## config.mk

```make
export PLATFORM = sky130hd
export DESIGN_NAME = pbmc_top
export DESIGN_NICKNAME = d
export VERILOG_FILES = /design/src/hw/pbmc_pkg.sv /design/src/hw/pbmc_mdio_slave.sv /design/src/hw/pbmc_mii_path.sv /design/src/hw/pbmc_top.sv
export SDC_FILE = /design/constraint.sdc
export NUM_CORES = 1
export LEC_CHECK = 0
export BUFFER_PORTS_ARGS = -buffer_cell sky130_fd_sc_hd__buf_4
export CAP_MARGIN = 10
export CORE_ASPECT_RATIO = 1.25
export CORE_MARGIN = 10
export CORE_UTILIZATION = 50
export DETAILED_ROUTE_END_ITERATION = 10
export GPL_TIMING_DRIVEN = 1
export PLACE_DENSITY = 0.8
export SETUP_SLACK_MARGIN = 0.5
export SLEW_MARGIN = 20
export SYNTH_ARGS = -nofsm -noshare
export SYNTH_HDL_FRONTEND = slang
export SYNTH_SLANG_ARGS = --single-unit
```

## constraint.sdc

```tcl
create_clock -name clk_sys -period 3.3 [get_ports clk_sys]
set_input_delay 0.99 -clock clk_sys [delete_from_list [all_inputs] [get_ports clk_sys]]
set_output_delay 0.99 -clock clk_sys [all_outputs]
set_load 0.01 [all_outputs]
```

## src/hw/pbmc_pkg.sv

```systemverilog
// Shared constants and types of the basic mode control register bank.
// Assumes a single 25 MHz system clock and a serial management interface.
package pbmc_pkg;
  // ===========================================================================
  // Clock and timing
  localparam int CLK_MHZ = 25;
  localparam int CLK_NS = 40;
  localparam int DEAD_TIME_US = 500;
  localparam int DEAD_CYC_DOC = DEAD_TIME_US * CLK_MHZ;
  localparam int SRST_TIME_NS = 1000;
  localparam int SRST_CYC_DOC = (SRST_TIME_NS + CLK_NS - 1) / CLK_NS;
  localparam int BIT_NS_100 = 10;
  localparam int COL_ON_BT = 512;
  localparam int COL_OFF_BT = 4;
  localparam int COL_ON_CYC = (COL_ON_BT * BIT_NS_100) / CLK_NS;
  localparam int COL_OFF_CYC = (COL_OFF_BT * BIT_NS_100) / CLK_NS;
  localparam int COL_LAT_CYC = 1;
  localparam int BOOT_CYC = 3;
  // ===========================================================================
  // Register map
  localparam logic [4:0] REG_BMC_ADDR = 5'h00;
  localparam logic [4:0] REG_STAT_ADDR = 5'h01;
  localparam logic [4:0] REG_ERRCNT_ADDR = 5'h15;
  localparam int BMC_RESET = 15;
  localparam int BMC_LOOPBACK = 14;
  localparam int BMC_SPEED = 13;
  localparam int BMC_AN_EN = 12;
  localparam int BMC_PWR_DOWN = 11;
  localparam int BMC_ISOLATE = 10;
  localparam int BMC_AN_RESTART = 9;
  localparam int BMC_DUPLEX = 8;
  localparam int BMC_COL_TEST = 7;
  localparam int STAT_AN_DONE = 5;
  localparam int STAT_RFAULT = 4;
  localparam int STAT_LINK = 2;
  localparam int STAT_JABBER = 1;
  localparam logic [15:0] STAT_PERM = 16'h7849;
  localparam logic [15:0] REG_ZERO = 16'h0000;
  localparam logic [7:0] ERRCNT_MAX = 8'hff;
  // ===========================================================================
  // Management frame fields
  localparam logic [1:0] MDIO_OP_RD = 2'h2;
  localparam logic [1:0] MDIO_OP_WR = 2'h1;
  localparam logic [4:0] MDIO_HDR_LAST = 5'h0c;
  localparam logic [4:0] MDIO_DATA_LAST = 5'h0f;
  localparam logic [4:0] MDIO_TA_LAST = 5'h01;

  typedef struct packed {
    logic loopback;
    logic speed_100;
    logic an_enable;
    logic power_down;
    logic isolate;
    logic full_duplex;
    logic col_test;
  } pbmc_ctrl_s;

  localparam pbmc_ctrl_s CTRL_RST = '0;
endpackage

```

## src/hw/pbmc_mdio_slave.sv

```systemverilog
// Serial management frame slave: decodes read and write frames on the data pin.
// Assumes mdc_rise is a one-cycle pulse and mdio_in is already synchronised.
`timescale 1ns/1ps
module pbmc_mdio_slave import pbmc_pkg::*; #(
  parameter logic [4:0] PHY_ADDR = 5'h01
) (
  input wire logic clk_sys,
  input wire logic nrst,
  input wire logic mdc_rise,
  input wire logic mdio_in,
  input wire logic [15:0] rd_data,
  output logic mdio_o,
  output logic mdio_oe,
  output logic [4:0] reg_addr,
  output logic rd_stb,
  output logic wr_stb,
  output logic [15:0] wr_data
);
  typedef enum logic [2:0] {S_IDLE, S_HUNT, S_HDR, S_TA, S_RD, S_WR} pbmc_mdio_e;
  pbmc_mdio_e state_r;
  logic [12:0] hdr_r;
  logic [15:0] sh_r;
  logic [4:0] cnt_r;
  logic is_rd_r;
  logic [12:0] hdr_nxt;

  assign hdr_nxt = {hdr_r[11:0], mdio_in};

  // ===========================================================================
  // Frame sequencer
  always_ff @(posedge clk_sys or negedge nrst) begin
    if (!nrst) begin
      state_r <= S_IDLE;
      hdr_r <= '0;
      sh_r <= '0;
      cnt_r <= '0;
      is_rd_r <= 1'b0;
      reg_addr <= '0;
      mdio_o <= 1'b0;
      mdio_oe <= 1'b0;
      rd_stb <= 1'b0;
      wr_stb <= 1'b0;
      wr_data <= '0;
    end else begin
      rd_stb <= 1'b0;
      wr_stb <= 1'b0;
      if (mdc_rise) begin
        case (state_r)
          S_IDLE: if (mdio_in) state_r <= S_HUNT;
          S_HUNT: begin
            if (!mdio_in) begin
              state_r <= S_HDR;
              cnt_r <= '0;
            end
          end
          S_HDR: begin
            hdr_r <= hdr_nxt;
            cnt_r <= cnt_r + 5'h01;
            if (cnt_r == MDIO_HDR_LAST) begin
              cnt_r <= '0;
              reg_addr <= hdr_nxt[4:0];
              is_rd_r <= (hdr_nxt[11:10] == MDIO_OP_RD);
              if (hdr_nxt[12] && hdr_nxt[9:5] == PHY_ADDR &&
                  (hdr_nxt[11:10] == MDIO_OP_RD || hdr_nxt[11:10] == MDIO_OP_WR)) begin
                state_r <= S_TA;
              end else begin
                state_r <= S_IDLE;
              end
            end
          end
          S_TA: begin
            cnt_r <= cnt_r + 5'h01;
            if (is_rd_r) begin
              // Data is captured in the same cycle as the read strobe, so a
              // clear-on-read side effect never hides the value being read.
              sh_r <= rd_data;
              rd_stb <= 1'b1;
              mdio_oe <= 1'b1;
              mdio_o <= 1'b0;
              cnt_r <= '0;
              state_r <= S_RD;
            end else if (cnt_r == MDIO_TA_LAST) begin
              cnt_r <= '0;
              state_r <= S_WR;
            end
          end
          S_RD: begin
            cnt_r <= cnt_r + 5'h01;
            if (cnt_r == MDIO_DATA_LAST + 5'h01) begin
              mdio_oe <= 1'b0;
              mdio_o <= 1'b0;
              state_r <= S_IDLE;
            end else begin
              mdio_o <= sh_r[15];
              sh_r <= {sh_r[14:0], 1'b0};
            end
          end
          S_WR: begin
            sh_r <= {sh_r[14:0], mdio_in};
            cnt_r <= cnt_r + 5'h01;
            if (cnt_r == MDIO_DATA_LAST) begin
              wr_data <= {sh_r[14:0], mdio_in};
              wr_stb <= 1'b1;
              state_r <= S_IDLE;
            end
          end
          default: state_r <= S_IDLE;
        endcase
      end
    end
  end
endmodule // pbmc_mdio_slave

```

## src/hw/pbmc_mii_path.sv

```systemverilog
// MII-side data path: loopback, isolation, power down and collision test.
// Assumes the MII transmit inputs are synchronous to clk_sys.
`timescale 1ns/1ps
module pbmc_mii_path import pbmc_pkg::*; #(
  parameter int DEAD_CYC = DEAD_CYC_DOC
) (
  input wire logic clk_sys,
  input wire logic nrst,
  input wire pbmc_ctrl_s ctrl,
  input wire logic mii_tx_en,
  input wire logic [3:0] mii_txd,
  input wire logic pcs_rx_dv,
  input wire logic [3:0] pcs_rxd,
  input wire logic pcs_col,
  output logic mii_rx_dv,
  output logic [3:0] mii_rxd,
  output logic mii_col,
  output logic mii_oe,
  output logic line_tx_en,
  output logic [3:0] line_txd
);
  localparam int DW = $clog2(DEAD_CYC + 1);
  localparam logic [DW-1:0] DEAD_LOAD = DW'(DEAD_CYC);
  logic [DW-1:0] dead_r;
  logic loop_d_r;
  logic off;

  assign off = ctrl.power_down | ctrl.isolate;

  // ===========================================================================
  // Receive dead time after loopback is switched on
  always_ff @(posedge clk_sys or negedge nrst) begin
    if (!nrst) begin
      loop_d_r <= 1'b0;
      dead_r <= '0;
    end else begin
      loop_d_r <= ctrl.loopback;
      if (ctrl.loopback && !loop_d_r) begin
        dead_r <= DEAD_LOAD;
      end else if (dead_r != '0) begin
        dead_r <= dead_r - DW'(1);
      end
    end
  end

  // ===========================================================================
  // Receive outputs, collision and line transmit
  always_ff @(posedge clk_sys or negedge nrst) begin
    if (!nrst) begin
      mii_rx_dv <= 1'b0;
      mii_rxd <= '0;
      mii_col <= 1'b0;
      mii_oe <= 1'b0;
      line_tx_en <= 1'b0;
      line_txd <= '0;
    end else begin
      mii_oe <= !ctrl.isolate;
      if (off || (ctrl.loopback && dead_r != '0)) begin
        mii_rx_dv <= 1'b0;
        mii_rxd <= '0;
      end else if (ctrl.loopback) begin
        mii_rx_dv <= mii_tx_en;
        mii_rxd <= mii_txd;
      end else begin
        mii_rx_dv <= pcs_rx_dv;
        mii_rxd <= pcs_rxd;
      end
      // One register stage keeps both collision edges inside 4 bit times.
      mii_col <= !off && ((ctrl.col_test && mii_tx_en) || (!ctrl.loopback && pcs_col));
      line_tx_en <= !off && !ctrl.loopback && mii_tx_en;
      line_txd <= (off || ctrl.loopback) ? 4'h0 : mii_txd;
    end
  end
endmodule // pbmc_mii_path

```

## src/hw/pbmc_top.sv

```systemverilog
// Basic mode control register bank of a 10/100 transceiver with its management port.
// Assumes strap and management pins are asynchronous and MII transmit is on clk_sys.
//
// Overview of operation
// - Writing one to bit 15 starts soft reset; it reads one until done.
// - Completing soft reset reloads strap values exactly like a hardware reset.
// - Loopback bit 14 routes MII transmit data onto MII receive outputs.
// - After loopback is enabled, receive outputs may carry no data for 500 us.
// - Bit 13 selects 100 or 10 Mb/s when negotiation is off; strap reset value.
// - Bit 12 negotiation enable comes from strap and is forced zero in fiber mode.
// - Negotiation on ignores bits 8 and 13; off, they set speed and duplex.
// - Power-down bit 11 stops transceiver functions; registers keep working.
// - Isolate bit 10 disconnects the MII; management stays functional.
// - Bit 9 restarts negotiation if enabled, reads one until it begins.
// - Writing zero to bit 9 never disturbs a running negotiation.
// - Bit 8 selects full or half duplex when negotiation is off; strap reset.
// - Collision test raises COL within 512 and drops it within 4 bit times.
// - Latched-high bits hold set until read; latched-low hold clear until read.
// - Clear-on-read fields zero on read, or count one for an error in the read cycle; self-clearing bits follow their event.
// - Permanent read-only fields return fixed values and ignore writes.
`timescale 1ns/1ps
module pbmc_top import pbmc_pkg::*; #(
  parameter logic [4:0] PHY_ADDR = 5'h01,
  parameter int DEAD_CYC = DEAD_CYC_DOC,
  parameter int SRST_CYC = SRST_CYC_DOC
) (
  input wire logic clk_sys,
  input wire logic nrst,
  input wire logic mdc,
  input wire logic mdio_i,
  output logic mdio_o,
  output logic mdio_oe,
  input wire logic strap_speed_100,
  input wire logic strap_an_enable,
  input wire logic strap_full_duplex,
  input wire logic fiber_mode_enable,
  input wire logic mii_tx_en,
  input wire logic [3:0] mii_txd,
  output logic mii_rx_dv,
  output logic [3:0] mii_rxd,
  output logic mii_col,
  output logic mii_oe,
  input wire logic pcs_rx_dv,
  input wire logic [3:0] pcs_rxd,
  input wire logic pcs_col,
  output logic line_tx_en,
  output logic [3:0] line_txd,
  input wire logic an_started,
  input wire logic an_complete,
  input wire logic an_speed_100,
  input wire logic an_full_duplex,
  input wire logic link_ok,
  input wire logic jabber_evt,
  input wire logic rfault_evt,
  input wire logic rx_err_evt,
  output logic an_enable,
  output logic an_restart,
  output logic speed_100,
  output logic full_duplex,
  output logic power_down,
  output logic isolate,
  output logic soft_reset_busy
);
  if (DEAD_CYC < 1 || SRST_CYC < 1 || COL_LAT_CYC > COL_OFF_CYC || COL_LAT_CYC > COL_ON_CYC) begin : g_bad_param
    $error("pbmc_top: parameter out of range");
  end

  localparam int SW = $clog2(SRST_CYC + 1);
  localparam logic [SW-1:0] SRST_LAST = SW'(SRST_CYC - 1);
  localparam logic [1:0] BOOT_LAST = 2'(BOOT_CYC - 1);

  // ===========================================================================
  // Pin synchronisers
  logic [1:0] mdc_s_r;
  logic mdc_d_r;
  logic [1:0] mdio_s_r;
  logic [3:0] strap_s1_r;
  logic [3:0] strap_s2_r;
  logic mdc_rise;

  always_ff @(posedge clk_sys or negedge nrst) begin
    if (!nrst) begin
      mdc_s_r <= '0;
      mdc_d_r <= 1'b0;
      mdio_s_r <= '0;
      strap_s1_r <= '0;
      strap_s2_r <= '0;
    end else begin
      mdc_s_r <= {mdc_s_r[0], mdc};
      mdc_d_r <= mdc_s_r[1];
      mdio_s_r <= {mdio_s_r[0], mdio_i};
      strap_s1_r <= {fiber_mode_enable, strap_speed_100, strap_an_enable, strap_full_duplex};
      strap_s2_r <= strap_s1_r;
    end
  end

  assign mdc_rise = mdc_s_r[1] && !mdc_d_r;

  // ===========================================================================
  // Management frames
  logic [4:0] reg_addr;
  logic rd_stb;
  logic wr_stb;
  logic [15:0] wr_data;
  logic [15:0] rd_data;

  pbmc_mdio_slave #(.PHY_ADDR(PHY_ADDR)) u_mdio (
    .clk_sys(clk_sys),
    .nrst(nrst),
    .mdc_rise(mdc_rise),
    .mdio_in(mdio_s_r[1]),
    .rd_data(rd_data),
    .mdio_o(mdio_o),
    .mdio_oe(mdio_oe),
    .reg_addr(reg_addr),
    .rd_stb(rd_stb),
    .wr_stb(wr_stb),
    .wr_data(wr_data)
  );

  logic wr_bmc;
  logic rd_stat;
  logic rd_errcnt;
  logic fiber;

  assign wr_bmc = wr_stb && reg_addr == REG_BMC_ADDR;
  assign rd_stat = rd_stb && reg_addr == REG_STAT_ADDR;
  assign rd_errcnt = rd_stb && reg_addr == REG_ERRCNT_ADDR;
  assign fiber = strap_s2_r[3];

  // ===========================================================================
  // Strap loading at hardware reset release and at soft reset end
  logic [1:0] boot_cnt_r;
  logic boot_done_r;
  logic [SW-1:0] srst_cnt_r;
  logic srst_busy_r;
  logic srst_done;
  logic strap_load;

  always_ff @(posedge clk_sys or negedge nrst) begin
    if (!nrst) begin
      boot_cnt_r <= '0;
      boot_done_r <= 1'b0;
    end else if (!boot_done_r) begin
      boot_cnt_r <= boot_cnt_r + 2'h1;
      boot_done_r <= (boot_cnt_r == BOOT_LAST);
    end
  end

  assign srst_done = srst_busy_r && srst_cnt_r == SRST_LAST;
  assign strap_load = (!boot_done_r && boot_cnt_r == BOOT_LAST) || srst_done;

  always_ff @(posedge clk_sys or negedge nrst) begin
    if (!nrst) begin
      srst_busy_r <= 1'b0;
      srst_cnt_r <= '0;
    end else if (srst_busy_r) begin
      srst_cnt_r <= srst_cnt_r + SW'(1);
      if (srst_done) begin
        srst_busy_r <= 1'b0;
      end
    end else if (wr_bmc && wr_data[BMC_RESET]) begin
      srst_busy_r <= 1'b1;
      srst_cnt_r <= '0;
    end
  end

  // ===========================================================================
  // Control fields
  pbmc_ctrl_s ctrl_r;

  always_ff @(posedge clk_sys or negedge nrst) begin
    if (!nrst) begin
      ctrl_r <= CTRL_RST;
    end else if (strap_load) begin
      ctrl_r <= CTRL_RST;
      ctrl_r.speed_100 <= strap_s2_r[2];
      ctrl_r.an_enable <= strap_s2_r[1] && !fiber;
      ctrl_r.full_duplex <= strap_s2_r[0];
    end else if (wr_bmc && !srst_busy_r && !wr_data[BMC_RESET]) begin
      ctrl_r.loopback <= wr_data[BMC_LOOPBACK];
      ctrl_r.speed_100 <= wr_data[BMC_SPEED];
      ctrl_r.an_enable <= wr_data[BMC_AN_EN] && !fiber;
      ctrl_r.power_down <= wr_data[BMC_PWR_DOWN];
      ctrl_r.isolate <= wr_data[BMC_ISOLATE];
      ctrl_r.full_duplex <= wr_data[BMC_DUPLEX];
      ctrl_r.col_test <= wr_data[BMC_COL_TEST];
    end else if (fiber) begin
      ctrl_r.an_enable <= 1'b0;
    end
  end

  // ===========================================================================
  // Auto-negotiation restart
  logic restart_set;
  logic restart_r;

  assign restart_set = wr_bmc && !srst_busy_r && !wr_data[BMC_RESET] &&
                       wr_data[BMC_AN_RESTART] && wr_data[BMC_AN_EN] && !fiber;

  always_ff @(posedge clk_sys or negedge nrst) begin
    if (!nrst) begin
      restart_r <= 1'b0;
    end else if (strap_load || !ctrl_r.an_enable && !restart_set) begin
      restart_r <= 1'b0;
    end else if (restart_set) begin
      restart_r <= 1'b1;
    end else if (an_started) begin
      restart_r <= 1'b0;
    end
  end

  // ===========================================================================
  // Status latches and error counter
  logic jabber_r;
  logic rfault_r;
  logic link_r;
  logic [7:0] errcnt_r;

  always_ff @(posedge clk_sys or negedge nrst) begin
    if (!nrst) begin
      jabber_r <= 1'b0;
      rfault_r <= 1'b0;
      link_r <= 1'b0;
    end else begin
      jabber_r <= jabber_evt || (jabber_r && !rd_stat);
      rfault_r <= rfault_evt || (rfault_r && !rd_stat);
      if (!link_ok) begin
        link_r <= 1'b0;
      end else if (rd_stat) begin
        link_r <= 1'b1;
      end
    end
  end

  always_ff @(posedge clk_sys or negedge nrst) begin
    if (!nrst) begin
      errcnt_r <= '0;
    end else if (rd_errcnt) begin
      errcnt_r <= {7'h00, rx_err_evt};
    end else if (rx_err_evt && errcnt_r != ERRCNT_MAX) begin
      errcnt_r <= errcnt_r + 8'h01;
    end
  end

  // ===========================================================================
  // Read data
  always_comb begin
    rd_data = REG_ZERO;
    case (reg_addr)
      REG_BMC_ADDR: begin
        rd_data[BMC_RESET] = srst_busy_r;
        rd_data[BMC_LOOPBACK] = ctrl_r.loopback;
        rd_data[BMC_SPEED] = ctrl_r.speed_100;
        rd_data[BMC_AN_EN] = ctrl_r.an_enable;
        rd_data[BMC_PWR_DOWN] = ctrl_r.power_down;
        rd_data[BMC_ISOLATE] = ctrl_r.isolate;
        rd_data[BMC_AN_RESTART] = restart_r;
        rd_data[BMC_DUPLEX] = ctrl_r.full_duplex;
        rd_data[BMC_COL_TEST] = ctrl_r.col_test;
      end
      REG_STAT_ADDR: begin
        rd_data = STAT_PERM;
        rd_data[STAT_AN_DONE] = an_complete;
        rd_data[STAT_RFAULT] = rfault_r;
        rd_data[STAT_LINK] = link_r;
        rd_data[STAT_JABBER] = jabber_r;
      end
      REG_ERRCNT_ADDR: rd_data = {8'h00, errcnt_r};
      default: rd_data = REG_ZERO;
    endcase
  end

  // ===========================================================================
  // Mode outputs
  always_ff @(posedge clk_sys or negedge nrst) begin
    if (!nrst) begin
      an_enable <= 1'b0;
      an_restart <= 1'b0;
      speed_100 <= 1'b0;
      full_duplex <= 1'b0;
      power_down <= 1'b0;
      isolate <= 1'b0;
      soft_reset_busy <= 1'b0;
    end else begin
      an_enable <= ctrl_r.an_enable;
      an_restart <= restart_r;
      speed_100 <= ctrl_r.an_enable ? an_speed_100 : ctrl_r.speed_100;
      full_duplex <= ctrl_r.an_enable ? an_full_duplex : ctrl_r.full_duplex;
      power_down <= ctrl_r.power_down;
      isolate <= ctrl_r.isolate;
      soft_reset_busy <= srst_busy_r;
    end
  end

  // ===========================================================================
  // MII path
  pbmc_mii_path #(.DEAD_CYC(DEAD_CYC)) u_mii (
    .clk_sys(clk_sys),
    .nrst(nrst),
    .ctrl(ctrl_r),
    .mii_tx_en(mii_tx_en),
    .mii_txd(mii_txd),
    .pcs_rx_dv(pcs_rx_dv),
    .pcs_rxd(pcs_rxd),
    .pcs_col(pcs_col),
    .mii_rx_dv(mii_rx_dv),
    .mii_rxd(mii_rxd),
    .mii_col(mii_col),
    .mii_oe(mii_oe),
    .line_tx_en(line_tx_en),
    .line_txd(line_txd)
  );
endmodule // pbmc_top

```

==> impl_results.md <==
* Max-slew headroom at 0.459
* CP Launch Point: u_mii.dead_r[10]
* DR vias at between 4,000 and 5,000
* DRT iter0 DRCs at around 270
* Post-Synth Adder-Cell Area at 0.0214
* Row count at 44
* Critical path capture point: u_mii.dead_r[5]
* Routability cong. at approximately 0.87
* Post-Synth XOR/XNOR Area at 0.0135
* Critical Path End Type: flop
* Post-synthesis register bit count at between 100 and 150
* Grt ovf at 0
* Main combinational cell family by area after synthesis: simple AND/OR/NAND/NOR gates
* Post-DP HPWL at between 8000 and 9000 um
* Postcts setup bufs at 0
* DRC at 0
* Htree depth at 4
* First-pass detailed-route iteration total at 4
* Synth-to-layout area growth at 19.1%
* Core Area at between 10,000 and 15,000 um2
* Leak Pwr at 3.32 nW
* Crit Reg-Reg Startpoint: u_mii.dead_r[10]
* Non-Filler Instances at approximately 700
* Core Util, Final at 0.604
* Crit-path leading delay family: simple AND/OR/NAND/NOR gates
* Type of the worst setup path: flop to flop
* Clk_skew at approximately 7.2 ps
* Initial antenna violation count at 0
* Nets at between 500 and 600
* R2r setup slk at between 1000 and 1500 ps
* Clk_lat worst skew at around 420 ps
* Die height at 141 um
* Post-synth ARST share at 1.00
* Synthesized area at ~5800 um2
* Setup_tns at 0 ps
* Max_cap viols at 0
* Cells after Synth at 502
* DR WL/cell at between 15 and 20 um
* Placed Instances at 670
* Number of global-route vias before repair at between 4,000 and 5,000
* Via-per-instance ratio at just under 6
* CTS buffer count at 17
* N_diodes at 0
* First-pass GRT wire length at approximately 20,000 um
* Syn Area/Cell at ~12 um2
* R2R depth at 4
* Hold_buf cts at 0
* Clock transition at path regs at about 60 ps
* VDD IR max at approximately 0.00033 V
* Remaining antenna violation count at 0
* Synth warn at 0
* Clk buf depth at 2
* F_max at around 0.46 GHz
* Power per cell area at 635 nW/um2
* Worst EP required at approximately 3600 ps
* Register area share after synthesis at 0.557
* WL final at approximately 12,000 um
* Largest net degree at the start of global routing at between 70 and 80
* Min-Delay Path Class: flop to flop
* Worst path depth at 4
* Die Footprint at ~16,000 um2
* Max incr delay on CP at 600 ps
* Hold Violations, Final at 0
* CTS resizes at 0
* Critical Path Source Type: flop
* CTS tree: done
* Final Critical Period at 2170 ps
* Post-synthesis simple-gate area fraction at 0.163
* Total GRT Usage at 0.152
* Worst-margin pin slew at between 800 and 900 ps
* Final Max Tran Viols at 0
* Critical R2R Capture: u_mii.dead_r[5]
* Period utilization at 0.658
* Clock Sinks at 130
* Crit Path Max Fanout at 12
* Hold_ws at approximately 350 ps
* Chip width at approximately 120 um
* Slowest CP cell: nor2_1
* CP Buf/Inv Count at 0
* Top FF cell, synth: dfrtp_1
* EDFF count, synth at 0
* Share of layout cells above drive strength 1 at 0.257
* Outcome: finished clean
* # port buffers at 47
* Root Buffer: clkbuf_16
* Synthesized Nets at roughly 540
* Initial core utilization at 0.507
* RSZ-0062 raised after global routing: no
* Final setup violating endpoints at 0
* Compound-Gate Fraction of Synth Area at 0.108
* Arrival time at the worst endpoint at 2450 ps
* Io pins at 48
* Netlist cell types at between 60 and 70
* Cell Chain, Critical Path: or4_4, nor2_1, a2111oi_0, mux2i_1
* Post-synthesis mux area share at 0.111
-- flip-flops by register name, indices dropped and copies added (netlist names), 2 cells and up --
register	count
boot_cnt_r	2
ctrl_r	7
errcnt_r	8
mdc_s_r	2
mdio_s_r	2
srst_cnt_r	5
strap_s1_r	4
strap_s2_r	4
u_mdio.cnt_r	5
u_mdio.hdr_r	12
u_mdio.reg_addr	5
u_mdio.sh_r	16
u_mdio.state_r	3
u_mdio.wr_data	9
u_mii.dead_r	14
u_mii.line_txd	4
u_mii.mii_rxd	4
-- layer usage --
layer	track usage	up-vias	share of wire
li1	-	1929	-
met2	0.264	98	0.53
met1	0.169	2077	0.40
met4	0.0606	0	0.019
met3	0.0454	20	0.045
met5	0	-	0
-- through the flow --
step	power, mW	setup WS [ps]	cell area, um2
after floorplan	2.27	1450	5840
after global placement	2.42	1180	6320
after detailed placement	2.46	1140	6320
after CTS	4.45	1130	6950
after global routing	4.61	1010	6950
final	4.42	1130	6950
-- synthesized netlist by cell type, types with 10 or more instances --
cell type,n,share of area
o21ai_0,23,0.020
nand4_1,17,0.018
a21oi_1,21,0.018
mux2i_1,13,0.022
nand2_1,34,0.022
mux2_2,46,0.089
clkbuf_1,16,0.010
inv_1,14,0.0090
dfrtp_1,130,0.56
nor2_1,27,0.017
ha_1,10,0.021
nand3_1,17,0.015
-- logic make-up after synthesis --
logic type / Yosys count
buffers and inverters: 37
AOI/OAI and AO/OA: 94
muxes: 59
adders and majority gates: 10
xor gates and xnor gates: 9
DFF: 130
and+or+nand+nor: 163
-- cells in the final DEF, fill, tap and decap left out, drive strengths merged, types with 6 or more instances in the layout --
cell type / count
and2: 8
nand2: 34
nand3: 17
buf: 53
clkbuf: 22
a22o: 8
nor2: 27
ha: 10
inv: 14
nor3: 7
nand2b: 9
mux2: 46
a21oi: 22
mux2i: 13
o21ai: 24
nand4: 17
xor2: 6
dfrtp: 130
-- final cells by class --
class                   count  area (um2)
fillers                   877        4550
flip-flops and latches    130        3250
multi-input cells         335        2430
clock buffers              22         474
repair buffers             53         410
well taps                 138         173
clock inverters            10         155
inverters                  14        52.6
-- where the power goes --
group | switching, mW | internal (mW)
registers | 0.165 | 1.72
logic | 0.306 | 0.244
clock network | 0.660 | 1.32
-- worst min path at each step --
stage / slack [ps] / from / end / cells past startpoint
floorplan: 330 / mdc_s_r[0] / mdc_s_r[1] / 0
global placement: 330 / mdio_s_r[0] / mdio_s_r[1] / 0
detailed placement: 340 / mdio_s_r[0] / mdio_s_r[1] / 0
CTS: 350 / strap_s1_r[1] / strap_s2_r[1] / 0
global route: 360 / mdio_s_r[0] / mdio_s_r[1] / 0
finish: 350 / strap_s1_r[1] / strap_s2_r[1] / 0
Note: power is estimated with default switching activity, not from simulation.
